$ cat src/hdl/cfg_bank_pkg.sv
// Constants shared by the configuration register bank and its serial receiver
package cfg_bank_pkg;

    // ----------------------------------------------------------------
    // Serial word layout
    // ----------------------------------------------------------------
    localparam int WORD_BITS = 16;
    localparam int ADDR_BITS = 4;
    localparam int DATA_BITS = 12;
    localparam int ADDR_MSB = 15;
    localparam int ADDR_LSB = 12;
    localparam int DATA_MSB = 11;
    localparam int DATA_LSB = 0;
    localparam int NUM_ADDR = 16;
    localparam int SAMPLE_BITS = 14;

    // ----------------------------------------------------------------
    // Register offsets
    // ----------------------------------------------------------------
    localparam logic [3:0] ADDR_CONFIG_WORD_0 = 4'h0;
    localparam logic [3:0] ADDR_CONFIG_WORD_1 = 4'h1;
    localparam logic [3:0] ADDR_CONFIG_WORD_9 = 4'h9;
    localparam logic [3:0] ADDR_CONFIG_WORD_10 = 4'hA;
    localparam logic [3:0] ADDR_CONFIG_WORD_11 = 4'hB;
    localparam logic [3:0] ADDR_CONFIG_WORD_12 = 4'hC;
    localparam logic [3:0] ADDR_CONFIG_WORD_13 = 4'hD;
    localparam logic [3:0] ADDR_CONFIG_WORD_14 = 4'hE;
    localparam logic [3:0] ADDR_CONFIG_WORD_15 = 4'hF;

    // Implemented addresses, one bit per address
    localparam logic [15:0] ADDR_IMPL_MASK = 16'hFE03;

    // ----------------------------------------------------------------
    // Reset values
    // ----------------------------------------------------------------
    localparam logic [11:0] RESET_ZERO = 12'h000;
    localparam logic [11:0] RESET_CONFIG_WORD_14 = 12'h804;

    // ----------------------------------------------------------------
    // Timing
    // ----------------------------------------------------------------
    localparam int CLK_HZ = 50_000_000;
    localparam int RST_PULSE_MIN_NS = 2000;
    // Least time rounds up to whole cycles
    localparam int RST_PULSE_MIN_CYC = (RST_PULSE_MIN_NS * (CLK_HZ / 1_000_000) + 999) / 1000;
    localparam int RST_CNT_BITS = 8;

    // Receiver states
    typedef enum logic [1:0] {
        RX_IDLE = 2'b00,
        RX_SHIFT = 2'b01,
        RX_BAD = 2'b10
    } rx_state_e;

endpackage

$ cat src/hdl/cfg_wr_if.sv
// Write strobe carrier from serial receiver to register bank
`timescale 1ns/1ps
`default_nettype none
interface cfg_wr_if;
    logic wr_stb;
    logic [3:0] wr_addr;
    logic [11:0] wr_data;

    modport rx
    (
        output wr_stb,
        output wr_addr,
        output wr_data
    );
    modport bank
    (
        input wr_stb,
        input wr_addr,
        input wr_data
    );
endinterface
`default_nettype wire

$ cat src/hdl/cfg_serial_rx.sv
// Three-wire serial receiver turning 16-bit words into register writes
`timescale 1ns/1ps
`default_nettype none
module cfg_serial_rx
(
    // Clock and reset
    input wire logic clk_sys_i,
    input wire logic rst_i,
    // Serial pins, already synchronised
    input wire logic sen_n_i,
    input wire logic sclk_i,
    input wire logic sdata_i,
    // Write strobe out
    cfg_wr_if.rx wr
);

    // ----------------------------------------------------------------
    // Edge detection on synchronised pins
    // ----------------------------------------------------------------
    logic sclk_d_reg;
    logic sen_n_d_reg;
    logic [15:0] shift_reg;
    logic [15:0] shift_next;
    logic [4:0] count_reg;
    logic [4:0] count_next;
    cfg_bank_pkg::rx_state_e state_reg;
    cfg_bank_pkg::rx_state_e state_next;
    logic stb_next;
    wire sclk_rise = sclk_i & ~sclk_d_reg;
    wire frame_end = sen_n_i & ~sen_n_d_reg;
    wire word_full = (count_reg == 5'(cfg_bank_pkg::WORD_BITS));

    // Frame sequencing; a word with a wrong bit count is dropped
    always_comb
    begin
        state_next = state_reg;
        shift_next = shift_reg;
        count_next = count_reg;
        stb_next = 1'b0;
        case (state_reg)
            cfg_bank_pkg::RX_IDLE:
            begin
                if (!sen_n_i)
                begin
                    state_next = cfg_bank_pkg::RX_SHIFT;
                    count_next = 5'h00;
                end
            end
            cfg_bank_pkg::RX_SHIFT:
            begin
                if (frame_end)
                begin
                    stb_next = word_full;
                    state_next = cfg_bank_pkg::RX_IDLE;
                end
                else if (sclk_rise)
                begin
                    shift_next = {shift_reg[14:0], sdata_i}; // MSB first
                    if (word_full)
                        state_next = cfg_bank_pkg::RX_BAD; // Too many bits
                    else
                        count_next = count_reg + 5'h01;
                end
            end
            cfg_bank_pkg::RX_BAD:
            begin
                if (sen_n_i)
                    state_next = cfg_bank_pkg::RX_IDLE;
            end
            default:
            begin
                state_next = cfg_bank_pkg::RX_IDLE;
            end
        endcase
    end

    // State registers
    always_ff @(posedge clk_sys_i)
    begin
        if (rst_i)
        begin
            state_reg <= cfg_bank_pkg::RX_IDLE;
            shift_reg <= 16'h0000;
            count_reg <= 5'h00;
            sclk_d_reg <= 1'b0;
            sen_n_d_reg <= 1'b1;
            wr.wr_stb <= 1'b0;
            wr.wr_addr <= 4'h0;
            wr.wr_data <= 12'h000;
        end
        else
        begin
            state_reg <= state_next;
            shift_reg <= shift_next;
            count_reg <= count_next;
            sclk_d_reg <= sclk_i;
            sen_n_d_reg <= sen_n_i;
            wr.wr_stb <= stb_next;
            wr.wr_addr <= shift_reg[cfg_bank_pkg::ADDR_MSB:cfg_bank_pkg::ADDR_LSB];
            wr.wr_data <= shift_reg[cfg_bank_pkg::DATA_MSB:cfg_bank_pkg::DATA_LSB];
        end
    end

endmodule
`default_nettype wire

$ cat src/hdl/cfg_bank_top.sv
// Configuration register bank with serial writes and reset-pin defaults
`timescale 1ns/1ps
`default_nettype none
module cfg_bank_top
(
    // Clock and reset
    input wire logic clk_sys_i,
    input wire logic rst_i,
    // Device reset pin, active high
    input wire logic reset_pin_i,
    // Three-wire serial programming pins
    input wire logic sen_n_i,
    input wire logic sclk_i,
    input wire logic sdata_i,
    // Conversion data path
    input wire logic [13:0] sample_i,
    output logic [13:0] data_o,
    // Converter core reset and configuration
    output logic core_reset_o,
    output logic [191:0] cfg_words_o
);

    // ----------------------------------------------------------------
    // Pin synchronisers
    // ----------------------------------------------------------------
    logic [3:0] sync1_reg;
    logic [3:0] sync2_reg;

    // Two flops on every pin; first stage feeds only the second
    always_ff @(posedge clk_sys_i)
    begin
        if (rst_i)
        begin
            sync1_reg <= 4'h2;
            sync2_reg <= 4'h2;
        end
        else
        begin
            sync1_reg <= {reset_pin_i, sdata_i, sen_n_i, sclk_i};
            sync2_reg <= sync1_reg;
        end
    end

    wire pin_rst_s = sync2_reg[3];

    // ----------------------------------------------------------------
    // Reset pulse qualification
    // ----------------------------------------------------------------
    logic [7:0] rst_cnt_reg;
    logic [7:0] rst_cnt_next;
    localparam logic [7:0] RST_MIN = 8'(cfg_bank_pkg::RST_PULSE_MIN_CYC);
    // Short glitches on the pin are ignored until the minimum width is seen
    wire rst_qual = pin_rst_s && (rst_cnt_reg == RST_MIN);

    // Saturating high-time counter, cleared when the pin falls
    assign rst_cnt_next = !pin_rst_s ? 8'h00 :
                          (rst_cnt_reg == RST_MIN) ? rst_cnt_reg : rst_cnt_reg + 8'h01;

    always_ff @(posedge clk_sys_i)
    begin
        if (rst_i)
            rst_cnt_reg <= 8'h00;
        else
            rst_cnt_reg <= rst_cnt_next;
    end

    // ----------------------------------------------------------------
    // Serial receiver
    // ----------------------------------------------------------------
    cfg_wr_if wr_bus ();

    cfg_serial_rx u_rx
    (
        .clk_sys_i(clk_sys_i),
        .rst_i(rst_i),
        .sen_n_i(sync2_reg[1]),
        .sclk_i(sync2_reg[0]),
        .sdata_i(sync2_reg[2]),
        .wr(wr_bus.rx)
    );

    // ----------------------------------------------------------------
    // Register bank
    // ----------------------------------------------------------------
    // Unimplemented addresses keep zero; a write there is ignored
    genvar gi;
    generate
        for (gi = 0; gi < cfg_bank_pkg::NUM_ADDR; gi++)
        begin : g_word
            localparam logic [3:0] MY_ADDR = 4'(gi);
            localparam logic [11:0] DEFVAL = (MY_ADDR == cfg_bank_pkg::ADDR_CONFIG_WORD_14) ?
                                             cfg_bank_pkg::RESET_CONFIG_WORD_14 : cfg_bank_pkg::RESET_ZERO;
            if (cfg_bank_pkg::ADDR_IMPL_MASK[gi])
            begin : g_impl
                wire hit = wr_bus.wr_stb && (wr_bus.wr_addr == MY_ADDR);
                // Defaults on system reset or a qualified pin pulse
                always_ff @(posedge clk_sys_i)
                begin
                    if (rst_i || rst_qual)
                        cfg_words_o[gi*12 +: 12] <= DEFVAL;
                    else if (hit)
                        cfg_words_o[gi*12 +: 12] <= wr_bus.wr_data; // Whole word replaced
                end
            end
            else
            begin : g_none
                always_ff @(posedge clk_sys_i)
                begin
                    cfg_words_o[gi*12 +: 12] <= cfg_bank_pkg::RESET_ZERO;
                end
            end
        end
    endgenerate

    // ----------------------------------------------------------------
    // Converter reset and data outputs
    // ----------------------------------------------------------------
    // Core held in reset and data forced low during a qualified pulse
    always_ff @(posedge clk_sys_i)
    begin
        if (rst_i)
        begin
            core_reset_o <= 1'b1;
            data_o <= 14'h0000;
        end
        else
        begin
            core_reset_o <= rst_qual;
            data_o <= rst_qual ? 14'h0000 : sample_i;
        end
    end

endmodule
`default_nettype wire

$ cat config.mk
export PLATFORM = sky130hd
export DESIGN_NAME = cfg_bank_top
export DESIGN_NICKNAME = d
export VERILOG_FILES = /design/src/hdl/cfg_bank_pkg.sv /design/src/hdl/cfg_wr_if.sv /design/src/hdl/cfg_serial_rx.sv /design/src/hdl/cfg_bank_top.sv
export SDC_FILE = /design/constraint.sdc
export NUM_CORES = 1
export LEC_CHECK = 0
export BUFFER_PORTS_ARGS = -buffer_cell sky130_fd_sc_hd__clkbuf_2
export CORE_UTILIZATION = 50
export CTS_CLUSTER_SIZE = 8
export DETAILED_ROUTE_END_ITERATION = 12
export PLACE_DENSITY = 0.79
export SYNTH_ARGS = -nofsm -noshare
export SYNTH_HDL_FRONTEND = slang
export SYNTH_SLANG_ARGS = --single-unit
export TNS_END_PERCENT = 5
$ cat constraint.sdc
create_clock -name clk_sys_i -period 2.05 [get_ports clk_sys_i]
set_input_delay 0 -clock clk_sys_i [delete_from_list [all_inputs] [get_ports clk_sys_i]]
set_output_delay 0 -clock clk_sys_i [all_outputs]
set_load 0.01 [all_outputs]
# --- After elaboration in Yosys (flattened, before gate mapping) ---
# Cells that the tools add are included.
word_totals:
  reg_bits: 181
  inputBits: 20
  output_inout_bits: 207
  wordCells: 81
op_classes:
  add_sub_neg: 2
  eq_ne: 19
  muxes: 11
  bitwise: 7
  n_reduce_logical: 20
ops:
  columns: ["cell", "count"]
  rows:
  - ["equality test 4 bit, second input constant", 7]
  - ["2-to-1 mux 5 bit", 4]
  - ["logical AND 1 bit", 10]
  - ["2-to-1 mux 2 bit", 5]
  - ["case mux 5 bit (2 select lines)", 1]
  - ["adder 8 x 1 -> 8 bit, second input constant", 1]
  - ["equality test 8 x 7 -> 1 bit, second input constant", 1]
  - ["!= test 2 bit, second input constant", 4]
  - ["!= test 3 x 1 -> 1 bit, second input constant", 2]
  - ["case mux 2 bit (3 select lines)", 1]
  - ["adder 5 x 1 -> 5 bit, second input constant", 1]
  - ["equality test 5 bit, second input constant", 1]
  - ["inverter 1 bit", 5]
  - ["AND reduction 5 bit", 1]
  - ["equality test 4 x 1 -> 1 bit, second input constant", 1]
  - ["zero test 4 bit", 1]
  - ["AND reduction 4 bit", 1]
  - ["OR reduction 2 bit", 2]
  - ["AND reduction 3 bit", 1]
  - ["OR reduction 3 bit", 1]
  - ["AND 1 bit", 2]
  - ["equality test 2 x 1 -> 1 bit, second input constant", 1]
  - ["equality test 2 bit, second input constant", 1]
  - ["zero test 2 bit", 1]
  - ["3 further kinds", 3]

# --- Longest topological paths before layout ---
depth:
  ltp_word: 5
  depth_mapped: 9

# --- Hierarchy ---
# From an unflattened synthesis, not the netlist that was laid out.
unflattened:
  cells_unflattened: 848
  hier_area_um2: 7453.4
by_module_without_submodules:
  columns: ["module", "instances", "cells_per_inst", "area_per_inst_um2"]
  rows:
  - ["cfg_bank_top", 1, 692, 5973.2]
  - ["cfg_serial_rx", 1, 156, 1480.2]

# --- Worst setup path before layout ---
# No wires, ideal clock.
synth_path:
  path_type: "reg2reg"
  from: "register rst_cnt_reg[0]"
  to: "register cfg_words_o[10]"
  arrival_time_ps: 1622
  path_slack_ps: 313
  path_stages_with_launch: 10
  path_buffers: 2
  synth_period_minus_slack_ps: 1737
  cell_sequence: "dfxtp_1 > inv_1 > ha_1 > nand4b_1 > nor4b_4 > a21oi_2 > inv_2 > buf_6 > buf_6 > nor2_1"
synth_via:
  elab_chain_len: 3
synth_rtl:
  columns: ["item", "line", "text"]
  rows:
  - ["from (decl)", "cfg_bank_top.sv:49", "logic [7:0] rst_cnt_reg;"]
  - ["from (signal assigned)", "cfg_bank_top.sv:64", "rst_cnt_reg <= rst_cnt_next;"]
  - ["equality test 8 x 7 -> 1 bit", "cfg_bank_top.sv:53", "wire rst_qual = pin_rst_s && (rst_cnt_reg == RST_MIN);"]
  - ["logical AND 1 bit", "cfg_bank_top.sv:53", null]
  - ["logical OR 1 bit", "cfg_bank_top.sv:99", "if (rst_i || rst_qual)"]
  - ["to (signal, indexed assignment)", "cfg_bank_top.sv:102", "cfg_words_o[gi*12 +: 12] <= wr_bus.wr_data;"]
  - ["to (decl)", "cfg_bank_top.sv:20", "output logic [191:0] cfg_words_o"]
# Every way passes these cells.
# A chain may end at the register's enable or synchronous reset.

# --- Worst setup path in the final report ---
layout_path:
  from: "register rst_cnt_reg[0]"
  to: "register cfg_words_o[15]"
# The elaborated chain is that of the path after synthesis.

==> summary.md <==
| Metric | Value |
|---|---|
| Status | `complete, no violations` |
| Top-count cell post-synth | `dfxtp_1` |
| Top delay family on crit path | `buffers and inverters` |
| DR DRC count | `0` |
| Total track usage | `0.204` |
| Max FFs per register | `108` |
| Register area share after synthesis | `0.521` |
| Crit start category | `flop` |
| Synth Area per Inst | `9.53 µm²` |
| CTS buffer count | `17` |
| Die W | `roughly 120 µm` |
| DR vias | `4987` |
| Initial Utilization | `0.519` |
| Critical path data arrival time | `2.13 ns` |
| Pins Over Slew Limit | `0` |
| Fin Hold WS | `roughly 0.30 ns` |
| WS Path Type | `flop to flop` |
| Leading post-synthesis cells by instance count | `dfxtp_1 (181), nor2_1 (98), nand2_1 (89)` |
| Clk sinks | `around 180` |
| Initial antenna violation count | `0` |
| Routed WL | `approximately 15000 µm` |
| Post-CTS sizing | `0` |
| Layout area overhead | `19.6%` |
| Number of top-level pins | `around 230` |
| R2R depth | `8` |
| Placed cell area | `around 7500 µm²` |
| Synth warnings | `0` |
| Hold Path Origin | `sen_n_i` |
| Max incr delay on CP | `0.34 ns` |
| Max frequency | `0.549 GHz` |
| Worst-path cell chain | `inv_1, ha_1, nand4b_1, nor4b_4, a21oi_2, inv_2, buf_12, nor2_1` |
| IO buf count | `~140` |
| Largest net degree at the start of global routing | `51` |
| Layout Skew | `0.00746 ns` |
| Fin nets | `910` |
| Placed wire-length estimate | `roughly 9600 µm` |
| N_diodes | `0` |
| Most used DFF post-synth | `dfxtp_1` |
| Mapped Cells | `730` |
| Power Total | `6990 µW` |
| CTS tree | `yes` |
| Clock Latency Late Sink | `0.42 ns` |
| Min-Delay Path Class | `input port to flop` |
| Worst R2R Start | `rst_cnt_reg[0]` |
| Cell Rows | `42` |
| Cell Pwr Density | `839 nW/µm²` |
| DRT Pass-1 Iters | `5` |
| Post-synth top area share | `0.521` |
| CP required | `2.36 ns` |
| Top cells by area, synth | `dfxtp_1 (52%), mux2i_1 (12%), buf_4 (9.1%), nor2_1 (5.3%), nand2_1 (4.8%)` |
| Design area | `8320 µm²` |
| Rel. slew slack | `0.485` |
| Vias per cell | `4.64` |
| Final period utilization | `0.888` |
| First-pass GRT wire length | `22700 µm` |
| Worst-path maximum fanout | `50` |
| EDFF count, synth | `0` |
| Vias in the first global route | `between 4000 and 5000` |
| Critical R2R Capture | `cfg_words_o[15]` |
| Drt wl/cell | `between 10 and 15 µm` |
| Filler instances | `1112` |
| Hold Path End | `sync1_reg[1]` |
| Syn Std Cell Area | `6960 µm²` |
| Worst Path Buf+Inv | `3` |
| Setup TNS | `0 ns` |
| Clock root cell | `clkbuf_16` |
| WHS Path Cells | `3` |
| Yosys cell types | `40` |
| Internal reg-to-reg setup slack | `0.23 ns` |
| Finish-stage setup viols | `0` |
| FFs w/ async S/R, synth | `0` |
| Die area | `14400 µm²` |
| Die extent in y | `between 100 and 150 µm` |
| Area leader, netlist | `dfxtp_1` |
| VDD IR max | `0.000625 V` |
| FF+latch count, synth | `181` |
| Core ar. | `13400 µm²` |
| Critical Path End Type | `flop` |
| Count of final hold-check violations | `0` |
| CP max stage cell | `dfxtp_1` |
| H-tree depth | `4` |
| Total congestion overflow | `0` |
| GPL Wtd Cong | `0.792` |
| Final worst path period need | `1.82 ns` |
| RSZ-0062 raised after global routing | `no` |
| Max-cap viol count | `0` |
| Leak | `0.00366 µW` |
| Starting DRT DRC Count | `298` |
| Worst Tran Pin Value | `0.773 ns` |
| Clk buf depth | `2` |
| Antenna Nets Post-Route | `0` |
| Clk pin slew, worst setup/hold paths | `0.07 ns` |
| Layout cells sized above 1 | `0.224` |
==> worst max-delay path by stage <==
stage / startpoint / to / slack, ns / cells after the start
after floorplan: rst_cnt_reg[0] / cfg_words_o[10] / 0.31 / 9
after global placement: rst_cnt_reg[0] / cfg_words_o[138] / 0.32 / 8
after detailed placement: rst_cnt_reg[0] / cfg_words_o[15] / 0.24 / 8
after CTS: rst_cnt_reg[0] / cfg_words_o[1] / 0.22 / 8
after global routing: rst_cnt_reg[0] / cfg_words_o[1] / 0.09 / 8
final: rst_cnt_reg[0] / cfg_words_o[15] / 0.23 / 8
==> cell type report <==
type,count,area [µm²],area share
clock inverters,13,148,0.0177
multi-input cells,498,2780,0.334
inverters,6,22.5,0.00271
well taps,176,220,0.0265
repair buffers,182,1090,0.131
flip-flops and latches,181,3620,0.435
clock buffers,18,439,0.0528
==> kinds of logic (layout without fill, tap and decap cells) <==
kind of cell | Yosys count | after routing | share of synthesized area
AND/OR/NAND/NOR | 263 | 263 | 0.172
flip-flops | 181 | 181 | 0.521
buffers and inverters | 134 | 219 | 0.125
multiplexers | 85 | 85 | 0.122
AO/OA/AOI/OAI | 57 | 57 | 0.0462
XOR/XNOR | 5 | 5 | 0.00629
adder cells (fa/ha/maj) | 4 | 4 | 0.00719
other | 1 | 84 | 0.000539
==> stage by stage <==
step	std cells	util	setup WS, ns
floorplan	813	-	0.313
global placement	1021	0.561	0.317
detailed placement	1021	0.561	0.237
CTS	1074	0.621	0.220
global route	1074	0.621	0.0854
finish	1074	0.621	0.229
==> routing by layer <==
metal  part of all wire  wire, µm  vias up  track usage
met5                  0         0        -            0
met4              0.012       172        0       0.0680
met3              0.065       949       19       0.0513
met2               0.50      7230      150        0.335
met1               0.42      6150     2311        0.259
li1                   -         -     2507            -
==> worst min-delay path, cell delays in order <==
cell,delay [ns]
dlygate4sd3_1,0.52
clkbuf_2,0.09
or2_2,0.08
==> power by group <==
group	leakage [µW]	switching, µW	internal [µW]
registers	0.00146	9.14	3540
logic	0.00191	160	80.5
clock network	0.000293	1350	1840
total	0.00366	1520	5460
==> cells in the final DEF, fill, tap and decap left out, types with 2 or more instances in the layout <==
cell type | Yosys | layout
clkbuf_16 | 0 | 17
dfxtp_1 | 181 | 181
nand3_1 | 8 | 8
a21oi_1 | 42 | 42
nand2_1 | 89 | 89
buf_4 | 84 | 16
inv_6 | 0 | 3
or3_1 | 3 | 3
nand3b_1 | 3 | 3
o21ai_0 | 3 | 3
nor2b_1 | 24 | 24
and2_1 | 14 | 14
o31ai_1 | 3 | 3
clkinv_4 | 0 | 4
bufinv_16 | 0 | 2
nor3b_1 | 2 | 2
dlygate4sd3_1 | 0 | 22
nor3_1 | 6 | 6
xnor2_1 | 2 | 2
buf_12 | 0 | 2
a21o_1 | 4 | 4
xor2_1 | 3 | 3
mux2i_1 | 85 | 85
clkbuf_2 | 0 | 142
clkinv_2 | 0 | 3
ha_1 | 4 | 4
or2_2 | 4 | 4
nor2_1 | 98 | 98
inv_1 | 5 | 5
nand2b_1 | 5 | 5
conb_1 | 1 | 84
==> what timing repair did <==
action / 4_1_cts / 5_1_grt
hold buffers: 22 / 0
endpoints found under the hold margin: 22 / 0
buffers inserted: 0 / 0
Power figures use the tool's default switching activity.
